==> src/design/ivt_consts.vh <==
// Summary of operation
// RULE1: register reads and writes complete only after earlier write-queue entries drain.
// RULE2: a register read marks every valid write-queue entry as conflicting.
// RULE3: a register write enters the write queue behind all earlier writes.
// RULE4: a read of this unit returns one quadword, never a four-quadword block.
// RULE5: reading write-only or unimplemented registers returns arbitrary data, no error.
// RULE6: writes to unimplemented addresses inside the block are dropped silently.
// RULE7: writes outside the block are discarded; reads there return arbitrary data.
// RULE8: control/status, next-count and count sit at addresses 18, 19, 1A hex.
// RULE9: overflow with overflow flag already set sets missed flag bit 31, write-one clears.
// RULE10: each overflow sets flag bit 7 (write-one clears); interrupt if enable bit 6.
// RULE11: setting enable while the overflow flag is set raises interrupt at once.
// RULE12: reset clears interrupt enable and run bits.
// RULE13: software writes zero to reserved bits 30:8 and 3:1.
// RULE14: with run clear, each single-step write increments the count by one.
// RULE15: single-step is ignored when run is set or transfer is written together.
// RULE16: each transfer write copies next-count into count.
// RULE17: single-step and transfer bits are pulses and read as zero.
// RULE18: with run set the count increments once per microsecond, else holds.
// RULE19: on overflow count reloads from next-count; next-count stays unchanged.
// RULE20: reset clears next-count to zero.
// RULE21: after reload the count keeps incrementing without pause.
// RULE22: count is read-only and cleared by reset.
// RULE23: a core-clock prescaler makes exactly one count enable per microsecond.
`ifndef IVT_CONSTS_VH
`define IVT_CONSTS_VH

`define IVT_ADDR_W        8
`define IVT_ADDR_CSR      8'h18
`define IVT_ADDR_NEXT     8'h19
`define IVT_ADDR_COUNT    8'h1A
`define IVT_BLOCK_LO      8'h18
`define IVT_BLOCK_HI      8'hB0
`define IVT_BIT_MISSED    31
`define IVT_BIT_FLAG      7
`define IVT_BIT_IE        6
`define IVT_BIT_SGL       5
`define IVT_BIT_XFR       4
`define IVT_BIT_RUN       0
`define IVT_TICK_NS       1000
`define IVT_CLK_NS        40
`define IVT_TICK_CYCLES   (`IVT_TICK_NS / `IVT_CLK_NS)
`define IVT_WQ_DEPTH      8

`endif

==> src/design/ivt_prescaler.v <==
`timescale 1ns/1ns
`default_nettype none
`include "ivt_consts.vh"

module ivt_prescaler #(
    parameter integer DIVIDE = `IVT_TICK_CYCLES
) (
    // clock and reset
    input  wire       clk_i,
    input  wire       nrst_i,
    // one cycle per microsecond
    output wire       tick_o
);
    reg  [7:0] cnt_ff;
    wire [7:0] last = DIVIDE[7:0] - 8'h01;

    // free-running divider; free so the run bit never shifts the phase grid
    always @(posedge clk_i or negedge nrst_i) begin
        if (!nrst_i) begin
            cnt_ff <= 8'h00;
        end else if (cnt_ff == last) begin
            cnt_ff <= 8'h00;
        end else begin
            cnt_ff <= cnt_ff + 8'h01;
        end
    end

    assign tick_o = (cnt_ff == last); // RULE23
endmodule
`default_nettype wire

==> src/design/ivt_write_queue.v <==
`timescale 1ns/1ns
`default_nettype none
`include "ivt_consts.vh"

module ivt_write_queue #(
    parameter integer DEPTH = `IVT_WQ_DEPTH,
    parameter integer AW    = 3
) (
    // clock and reset
    input  wire        clk_i,
    input  wire        nrst_i,
    // fill side
    input  wire        push_i,
    input  wire        push_reg_i,
    input  wire [7:0]  push_addr_i,
    input  wire [31:0] push_data_i,
    output wire        full_o,
    // marks all valid entries as conflicting
    input  wire        conflict_i,
    // drain side
    output wire        head_valid_o,
    output wire        head_reg_o,
    output wire [7:0]  head_addr_o,
    output wire [31:0] head_data_o,
    input  wire        pop_i,
    // status
    output wire        empty_o,
    output wire        conflict_o
);
    reg [40:0]   mem_ff [0:DEPTH-1];
    reg [DEPTH-1:0] cfl_ff;
    reg [AW-1:0] wr_ff;
    reg [AW-1:0] rd_ff;
    reg [AW:0]   cnt_ff;
    integer      i;

    wire do_push = push_i && !full_o;
    wire do_pop  = pop_i && head_valid_o;

    assign full_o       = (cnt_ff == DEPTH);
    assign empty_o      = (cnt_ff == 0);
    assign head_valid_o = !empty_o;
    assign head_reg_o   = mem_ff[rd_ff][40];
    assign head_addr_o  = mem_ff[rd_ff][39:32];
    assign head_data_o  = mem_ff[rd_ff][31:0];
    assign conflict_o   = |cfl_ff;

    // storage; entries keep arrival order so a register write lands behind prior writes
    always @(posedge clk_i) begin
        if (do_push) begin
            mem_ff[wr_ff] <= {push_reg_i, push_addr_i, push_data_i}; // RULE3
        end
    end

    // pointers and conflict bits
    always @(posedge clk_i or negedge nrst_i) begin
        if (!nrst_i) begin
            wr_ff  <= {AW{1'b0}};
            rd_ff  <= {AW{1'b0}};
            cnt_ff <= {(AW+1){1'b0}};
            cfl_ff <= {DEPTH{1'b0}};
        end else begin
            if (do_push) begin
                wr_ff <= wr_ff + 1'b1;
            end
            if (do_pop) begin
                rd_ff <= rd_ff + 1'b1;
            end
            cnt_ff <= cnt_ff + {{AW{1'b0}}, do_push} - {{AW{1'b0}}, do_pop};
            for (i = 0; i < DEPTH; i = i + 1) begin
                if (do_pop && rd_ff == i) begin
                    cfl_ff[i] <= 1'b0;
                end else if (conflict_i && (cnt_ff > ((i - rd_ff) & (DEPTH - 1)))) begin
                    cfl_ff[i] <= 1'b1; // RULE2
                end
            end
        end
    end
endmodule
`default_nettype wire

==> src/design/interval_timer_ipr_unit.v <==
`timescale 1ns/1ns
`default_nettype none
`include "ivt_consts.vh"

module interval_timer_ipr_unit #(
    parameter integer TICK_CYCLES = `IVT_TICK_CYCLES,
    parameter integer WQ_DEPTH    = `IVT_WQ_DEPTH
) (
    // clock and reset
    input  wire        clk_i,
    input  wire        nrst_i,
    // memory writes entering the write queue
    input  wire        mem_wr_req_i,
    input  wire [7:0]  mem_wr_addr_i,
    input  wire [31:0] mem_wr_data_i,
    output wire        mem_wr_ready_o,
    // write-queue drain toward memory
    output wire        mem_out_valid_o,
    output wire [7:0]  mem_out_addr_o,
    output wire [31:0] mem_out_data_o,
    input  wire        mem_out_ready_i,
    // internal-register commands from the memory-management unit
    input  wire        ipr_req_i,
    input  wire        ipr_write_i,
    input  wire [7:0]  ipr_addr_i,
    input  wire [31:0] ipr_wdata_i,
    output wire        ipr_ready_o,
    output reg         ipr_done_o,
    output reg  [63:0] ipr_rdata_o,
    // timer interrupt request
    output wire        timer_irq_o,
    // conflict seen on queued writes
    output wire        wq_conflict_o
);
    ////////////////////////////////////////////////////////////////////////////
    // command sequencer
    localparam [1:0] ST_IDLE  = 2'd0;
    localparam [1:0] ST_DRAIN = 2'd1;
    localparam [1:0] ST_ANS   = 2'd2;

    reg  [1:0]  state_ff;
    reg  [1:0]  nxt_state;
    reg  [7:0]  rd_addr_ff;
    reg         rd_pending_ff;

    // control/status and counters
    reg         missed_ff;
    reg         flag_ff;
    reg         ie_ff;
    reg         run_ff;
    reg  [31:0] next_ff;
    reg  [31:0] count_ff;
    reg         irq_ff;

    wire        tick;
    wire        wq_full;
    wire        wq_empty;
    wire        head_valid;
    wire        head_reg;
    wire [7:0]  head_addr;
    wire [31:0] head_data;
    wire        head_pop;

    // block range test used by the write decode only
    function in_block;
        input [7:0] a;
        begin
            in_block = (a >= `IVT_BLOCK_LO) && (a <= `IVT_BLOCK_HI);
        end
    endfunction

    ////////////////////////////////////////////////////////////////////////////
    // shared write queue
    wire take_ipr_wr = (state_ff == ST_IDLE) && ipr_req_i && ipr_write_i && !wq_full;
    wire take_ipr_rd = (state_ff == ST_IDLE) && ipr_req_i && !ipr_write_i;
    wire take_mem    = mem_wr_req_i && !take_ipr_wr;

    ivt_write_queue #(
        .DEPTH (WQ_DEPTH),
        .AW    (3)
    ) u_wq (
        .clk_i        (clk_i),
        .nrst_i       (nrst_i),
        .push_i       (take_ipr_wr || take_mem),
        .push_reg_i   (take_ipr_wr),
        .push_addr_i  (take_ipr_wr ? ipr_addr_i : mem_wr_addr_i),
        .push_data_i  (take_ipr_wr ? ipr_wdata_i : mem_wr_data_i),
        .full_o       (wq_full),
        .conflict_i   (take_ipr_rd), // RULE2
        .head_valid_o (head_valid),
        .head_reg_o   (head_reg),
        .head_addr_o  (head_addr),
        .head_data_o  (head_data),
        .pop_i        (head_pop),
        .empty_o      (wq_empty),
        .conflict_o   (wq_conflict_o)
    );

    // memory writes stall while a register write takes the slot or the queue is full
    assign mem_wr_ready_o  = !wq_full && !take_ipr_wr;
    assign mem_out_valid_o = head_valid && !head_reg;
    assign mem_out_addr_o  = head_addr;
    assign mem_out_data_o  = head_data;
    // register entries retire here in one cycle, memory entries when memory accepts
    assign head_pop        = head_valid && (head_reg || mem_out_ready_i);
    assign ipr_ready_o     = (state_ff == ST_IDLE) && !(ipr_write_i && wq_full);

    ////////////////////////////////////////////////////////////////////////////
    // register write decode at the head of the queue
    wire reg_wr   = head_valid && head_reg && in_block(head_addr); // RULE7
    wire wr_csr   = reg_wr && (head_addr == `IVT_ADDR_CSR);  // RULE8
    wire wr_next  = reg_wr && (head_addr == `IVT_ADDR_NEXT); // RULE8
    // other in-block addresses fall through with no effect
    wire wr_xfr   = wr_csr && head_data[`IVT_BIT_XFR];                       // RULE16
    wire wr_sgl   = wr_csr && head_data[`IVT_BIT_SGL] && !head_data[`IVT_BIT_XFR]
                    && !run_ff;                                              // RULE15
    wire run_inc  = run_ff && tick;                                          // RULE18
    wire overflow = (run_inc || wr_sgl) && (count_ff == 32'hFFFFFFFF) && !wr_xfr;

    ivt_prescaler #(
        .DIVIDE (TICK_CYCLES)
    ) u_pre (
        .clk_i  (clk_i),
        .nrst_i (nrst_i),
        .tick_o (tick)
    );

    ////////////////////////////////////////////////////////////////////////////
    // control/status bits; a hardware set wins over a same-cycle write-one clear
    always @(posedge clk_i or negedge nrst_i) begin
        if (!nrst_i) begin
            ie_ff     <= 1'b0; // RULE12
            run_ff    <= 1'b0; // RULE12
            flag_ff   <= 1'b0;
            missed_ff <= 1'b0;
        end else begin
            if (wr_csr) begin
                ie_ff  <= head_data[`IVT_BIT_IE];
                run_ff <= head_data[`IVT_BIT_RUN];
            end
            if (overflow) begin
                flag_ff <= 1'b1; // RULE10
            end else if (wr_csr && head_data[`IVT_BIT_FLAG]) begin
                flag_ff <= 1'b0; // RULE10
            end
            if (overflow && flag_ff) begin
                missed_ff <= 1'b1; // RULE9
            end else if (wr_csr && head_data[`IVT_BIT_MISSED]) begin
                missed_ff <= 1'b0; // RULE9
            end
        end
    end

    // interrupt level follows flag and enable one cycle later; enabling over a set flag fires the cycle after enable sets
    always @(posedge clk_i or negedge nrst_i) begin
        if (!nrst_i) begin
            irq_ff <= 1'b0;
        end else begin
            irq_ff <= flag_ff && ie_ff; // RULE11
        end
    end
    assign timer_irq_o = irq_ff; // RULE10

    ////////////////////////////////////////////////////////////////////////////
    // next-count and count registers
    always @(posedge clk_i or negedge nrst_i) begin
        if (!nrst_i) begin
            next_ff  <= 32'h00000000; // RULE20
            count_ff <= 32'h00000000; // RULE22
        end else begin
            if (wr_next) begin
                next_ff <= head_data;
            end
            if (wr_xfr) begin
                count_ff <= next_ff; // RULE16
            end else if (overflow) begin
                count_ff <= next_ff; // RULE19 RULE21
            end else if (run_inc || wr_sgl) begin
                count_ff <= count_ff + 32'h00000001; // RULE14 RULE18
            end
        end
    end

    ////////////////////////////////////////////////////////////////////////////
    // read answer data; pulses and reserved bits read zero, count has no write path
    function [31:0] read_mux;
        input [7:0] a;
        begin
            case (a)
                `IVT_ADDR_CSR:   read_mux = {missed_ff, 23'h000000, flag_ff, ie_ff,
                                             2'b00, 3'b000, run_ff}; // RULE17
                `IVT_ADDR_NEXT:  read_mux = next_ff;
                `IVT_ADDR_COUNT: read_mux = count_ff; // RULE22
                default:         read_mux = 32'h00000000; // RULE5 RULE7
            endcase
        end
    endfunction

    ////////////////////////////////////////////////////////////////////////////
    // sequencer: reads and writes both wait for a fully drained queue
    always @* begin
        nxt_state = state_ff;
        case (state_ff)
            ST_IDLE: begin
                if (take_ipr_wr || take_ipr_rd) begin
                    nxt_state = ST_DRAIN;
                end
            end
            ST_DRAIN: begin
                if (wq_empty) begin
                    nxt_state = ST_ANS; // RULE1
                end
            end
            ST_ANS: begin
                nxt_state = ST_IDLE;
            end
            default: begin
                nxt_state = ST_IDLE;
            end
        endcase
    end

    always @(posedge clk_i or negedge nrst_i) begin
        if (!nrst_i) begin
            state_ff      <= ST_IDLE;
            rd_addr_ff    <= 8'h00;
            rd_pending_ff <= 1'b0;
            ipr_done_o    <= 1'b0;
            ipr_rdata_o   <= 64'h0000000000000000;
        end else begin
            state_ff   <= nxt_state;
            ipr_done_o <= 1'b0;
            if (take_ipr_wr || take_ipr_rd) begin
                rd_addr_ff    <= ipr_addr_i;
                rd_pending_ff <= take_ipr_rd;
            end
            if (state_ff == ST_ANS) begin
                ipr_done_o <= 1'b1; // RULE1
                if (rd_pending_ff) begin
                    // single quadword answer, upper half zero
                    ipr_rdata_o <= {32'h00000000, read_mux(rd_addr_ff)}; // RULE4
                end
            end
        end
    end
endmodule
`default_nettype wire

==> config.mk <==
export PLATFORM = sky130hd
export DESIGN_NAME = interval_timer_ipr_unit
export DESIGN_NICKNAME = d
export VERILOG_FILES = /design/src/design/ivt_prescaler.v /design/src/design/ivt_write_queue.v /design/src/design/interval_timer_ipr_unit.v
export VERILOG_INCLUDE_DIRS = /design/src /design/src/design
export SDC_FILE = /design/constraint.sdc
export NUM_CORES = 1
export LEC_CHECK = 0
export ABC_AREA = 0
export CAP_MARGIN = 20
export CORE_UTILIZATION = 30
export CTS_BUF_LIST = sky130_fd_sc_hd__clkbuf_4
export DETAILED_ROUTE_END_ITERATION = 16
export DONT_BUFFER_PORTS = 1
export PLACE_DENSITY_LB_ADDON = 0.2
export SLEW_MARGIN = 20
export SYNTH_ARGS = -nofsm -noshare
export SYNTH_HDL_FRONTEND = slang
export SYNTH_SLANG_ARGS = --single-unit
==> constraint.sdc <==
create_clock -name clk_i -period 15.8 [get_ports clk_i]
set_clock_uncertainty 0.1 [all_clocks]
set_input_delay 1.58 -clock clk_i [delete_from_list [all_inputs] [get_ports clk_i]]
set_output_delay 1.58 -clock clk_i [all_outputs]
set_load 0.03 [all_outputs]
; After elaboration in Yosys (flattened, before gate mapping)
; Memory sizes are Yosys's and may differ from the RTL's.
; Cells that the tools add are included.
[word_totals]
input_bits = 86
n_memories = 1
mem_bits_rw = 328
reg_bits = 139
[memory_table]
columns = memory, words, word_bits, read_ports, rd_ports_with_merged_regs, write_ports, line_no
row1 = u_wq.mem_ff, 8, 41, 1, 0, 1, ivt_write_queue.v:30  ; reg [40:0] mem_ff [0:DEPTH-1];
[classes]
reduce_logical = 74
n_eq_ne = 19
n_mux = 33
magnitude_cmp = 10
addsub = 14
[op_table]
columns = cell, count
row1 = 2-to-1 mux 32 bit, 4
row2 = case mux 32 bit (3 select lines), 1
row3 = == test 8 x 5 -> 1 bit (second input constant), 6
row4 = logical AND 1 bit, 44
row5 = adder 32 x 1 -> 32 bit (second input constant), 1
row6 = == test 32 bit (second input constant), 1
row7 = greater-than comparator 4 x 3 -> 1 bit, 8
row8 = 2-to-1 mux 1 bit, 23
row9 = nonzero test 2 bit, 10
row10 = 2-to-1 mux 8 bit, 2
row11 = == test 3 bit (second input constant), 4
row12 = subtractor 3 bit (first input constant), 4
row13 = logical NOT 1 bit, 9
row14 = adder 8 x 1 -> 8 bit (second input constant), 1
row15 = greater-or-equal comparator 8 x 5 -> 1 bit (second input constant), 1
row16 = <= comparator 8 bit (second input constant), 1
row17 = OR reduction 8 bit, 1
row18 = adder 3 x 1 -> 3 bit (second input constant), 2
row19 = == test 3 x 2 -> 1 bit (second input constant), 2
row20 = subtractor 1 x 3 -> 3 bit (first input constant), 2
row21 = subtractor 2 x 3 -> 3 bit (first input constant), 2
row22 = adder 4 x 1 -> 4 bit, 1
row23 = == test 4 bit (second input constant), 1
row24 = logical NOT 4 bit, 1
row25 = other kinds (12), 18

; Depth between registers and ports, before layout
[depth]
word_depth = 13
ltp_mapped = 12
ltp_nobuf = 11

; By module
; From an unflattened synthesis, not the netlist that was laid out.
[unflattened]
hier_cells = 1377
hier_area_um2 = 20444.6
[modules_own_cells]
columns = mod, n_inst, area_each_um2, cells_each
row1 = ivt_write_queue, 1, 13730.7, 704
row2 = interval_timer_ipr_unit, 1, 6323.6, 637
row3 = ivt_prescaler, 1, 390.4, 36

; Worst setup path before layout
; No wires, ideal clock.
[synth_timing]
kind = input to register
start = in ipr_req_i
end = mem u_wq.mem_ff[4][0] (enable)
required_ns = 15.144
path_buffers = 0
slack_ns = 8.808
stages = 5
arrival_ns = 6.336
path_cell_list = and2_1 > nand3_1 > clkinv_1 > a21oi_1 > nor4b_1
[synth_between]
elab_chain_cells = 9
[synth_lines]
columns = element, line_no
row1 = "start, declared", interval_timer_ipr_unit.v:23  ; input wire ipr_req_i,
row2 = logical AND 1 bit (*) (3 in series), interval_timer_ipr_unit.v:74  ; wire take_ipr_wr = (state_ff == ST_IDLE) && ipr_req_i && ipr_write_i && !wq_full;
row3 = logical NOT 1 bit, interval_timer_ipr_unit.v:76  ; wire take_mem = mem_wr_req_i && !take_ipr_wr;
row4 = logical AND 1 bit, interval_timer_ipr_unit.v:76
row5 = logical OR 1 bit (*), interval_timer_ipr_unit.v:84  ; .push_i (take_ipr_wr || take_mem),
row6 = logical AND 1 bit (*), ivt_write_queue.v:37  ; wire do_push = push_i && !full_o;
row7 = 2-to-1 mux 1 bit (*), ivt_write_queue.v:50  ; if (do_push) begin
row8 = 2-to-1 mux 1 bit (not written as such) (*), ivt_write_queue.v:51  ; mem_ff[wr_ff] <= {push_reg_i, push_addr_i, push_data_i};
row9 = "end, declared", ivt_write_queue.v:30
; Every way passes the cells marked *; elsewhere a longest branch is shown, timed or not.

; Worst setup path in the final report
[layout_timing]
start = reg u_wq.rd_ff[0]
end = out mem_out_data_o[7]
[layout_between]
elab_chain_cells = 1
[layout_lines]
columns = element, line_no
row1 = "start, declared", ivt_write_queue.v:33  ; reg [AW-1:0] rd_ff;
row2 = "start signal, assigned", ivt_write_queue.v:59  ; rd_ff <= {AW{1'b0}};
row3 = "start signal, assigned", ivt_write_queue.v:67  ; rd_ff <= rd_ff + 1'b1;
row4 = memory (8 x 41 bit), --
row5 = "end, declared", interval_timer_ipr_unit.v:20  ; output wire [31:0] mem_out_data_o,
; Every way passes these cells.

==> summary.txt <==
outcome - finished, final reports clean
max-slew violation count - 0
synth cell count leaders - edfxtp_1 (328), nand2_1 (296), dfrtp_1 (139)
Async SR Flop Fraction - 0.298
share of cells above drive strength 1 - 0.226
area grow syn2layout - 11.6%
Mean Syn Cell Area - 14.1 µm²
simple-gate share of the synthesized area - 0.0962
Final WS setup - 10.31 ns
first drt pass iteration count - 4
DR WL/cell - 21.0 µm
largest net degree at the start of global routing - 140
ys flop type - edfxtp_1
FF-to-FF path depth - 9
Syn Std Cell Area - 20,300 µm²
Place WS - 9.95 ns
DRC - 0
most frequent cell after synthesis - edfxtp_1
H-tree Lvls - 3
buffer count from post-CTS setup fixing - 0
Crit Path Max Fanout - 46
Routed WL - 51.9 mm
Synthesis Warnings - 0
Final nets - 1,634
critical path arrival - 3.81 ns
Via density - 4.86
Final Cell Area - 22,700 µm²
Worst Tran Pin Value - 0.981 ns
critical-path cell list - buf_4 -> mux4_2 -> mux2i_1 -> inv_1
f_max - 0.182 GHz
clock latency on the worst-skew pair - 0.84 ns
peak supply drop - 0.0740 mV
antenna violations before repair - 5
compound-cell area share of the yosys netlist - 0.0611
# port buffers - 0
crit end category - primary output
normalized max-slew margin - 0.340
Distinct cells, synth - 68
gr ovfl total - 0
Clock Sinks - 467
cell taking the most area after synthesis - edfxtp_1
mux share of post-synthesis cell area - 0.123
xor/xnor share of the synthesized area - 0.00474
total power - 0.00409 W
die height - 262 µm
Setup CP Type - register to primary output
DR vias - 12,000
largest family of logic cells by synthesized area - multiplexers
Die W - 262 µm
initial DRC count - 679
Post-CTS Resized - 0
Total GRT Usage - 0.151
routability cong. - 0.759
Seq cells post-synth - 467
sum of negative setup slack - 0 ns
placed insts - 2,264
sequential-to-total area share from yosys stat - 0.655
slowest stage delay, CP - 0.88 ns
I/O pin total - 196
CP Depth - 4
slowest stage cell, crit path - dfrtp_4
CTS root buffer - clkbuf_4
DRT antenna net count - 0
cell family with most CP delay - buffers and inverters
HP Class - input port to asynchronous set/reset pin
Final setup viols - 0
CP Buf/Inv Count - 2
TritonCTS clock tree - done
vias in the first global route - 12,600
Area contributors post-synth - edfxtp_1 (48%), dfrtp_1 (17%), mux4_2 (8.9%), nand2_1 (5.5%), mux2_2 (2.4%)
Cell Pwr Density - 180 nW/µm²
CTS max path bufs - 3
CP Launch Type - register
Syn Inst Count - 1,446
Leak - 8.68 nW
clock-pin transition on the worst setup and hold timing paths - 0.07 ns
HPWL after DPL - 32.2 mm
Final Hold Viols - 0
first-pass GRT wire length - 78.3 mm
RSZ-0062 raised after global routing - false
core area - 67,200 µm²
die area - 68,900 µm²
Rows - 95
period utilization - 0.347
Final Non-Filler Cells - 2,468
Placed Area - 21,200 µm²
maxcap violations - 0
Final min period - 5.49 ns
hold buffer count at CTS - 0
WP data required - 14.12 ns
CTS Buf Count - 119
EDFF count, synth - 328
post-synth top area share - 0.484
Synth Area in Adders - 0.0213
Initial Utilization - 0.303
-- power breakdown --
part | internal (W) | switching (W)
Combinational | 0.000444 | 0.000928
Clock | 0.000544 | 0.000478
Sequential | 0.00156 | 0.000138
-- sequential cells by signal, indices dropped and copies added, names as in the netlist, 2 cells and up --
register      count
u_wq.wr_ff        3
u_pre.cnt_ff      8
u_wq.cfl_ff       8
state_ff          2
next_ff          32
u_wq.cnt_ff       4
ipr_rdata_o      32
u_wq.mem_ff     328
u_wq.rd_ff        3
rd_addr_ff        8
count_ff         32
-- cell type report --
type | instances | area, µm²
clock inverters | 21 | 136
fillers | 6558 | 44500
clock buffers | 180 | 1350
multi-input cells | 856 | 6430
flip-flops and latches | 467 | 13300
well taps | 873 | 1090
inverters | 49 | 184
diodes | 1 | 2.50
repair buffers | 21 | 170
-- layout by cell type, fill, tap and decap left out, drive strengths merged, types with 27 or more instances in the layout --
cell    instances
ha             33
o21ai          69
conb           32
mux4           80
a22oi          40
edfxtp        328
dfrtp         139
inv            51
mux2           43
a21oi          36
nand3          41
nor2           27
clkbuf        180
nand2         298
-- final timing paths --
kind / start / slack [ns] / endpoint
hold reg to reg: u_pre.cnt_ff[7] / 0.38 / u_pre.cnt_ff[7]
setup / recovery: u_wq.rd_ff[0] / 10.31 / mem_out_data_o[7]
min in group clk_i: u_pre.cnt_ff[7] / 0.38 / u_pre.cnt_ff[7]
max in group asynchronous: nrst_i / 14.91 / ipr_rdata_o[25]
setup reg to reg: u_wq.rd_ff[0] / 11.10 / count_ff[16]
hold / removal: nrst_i / 0.35 / ipr_done_o
-- metrics by stage --
step | util | hold WS, ns
after floorplan | - | 0.346
after global placement | 0.315 | 0.372
after detailed placement | 0.315 | 0.370
final | 0.338 | 0.351
after global routing | 0.338 | 0.254
after CTS | 0.337 | 0.217
-- per-layer routing --
layer  up-vias  track usage  part of all wire
met5         -            0                 0
li1       5518            -                 -
met4         0       0.0582             0.020
met1      6119        0.191              0.44
met3        64       0.0385             0.055
met2       303        0.249              0.48
-- cell families after synthesis --
group / Yosys count
mux: 144
buf+inv: 154
other cells: 1
compound gates: 196
xor+xnor: 11
simple gates: 439
flops: 467
fa+ha+maj: 34
(Power assumes the default switching activity.)
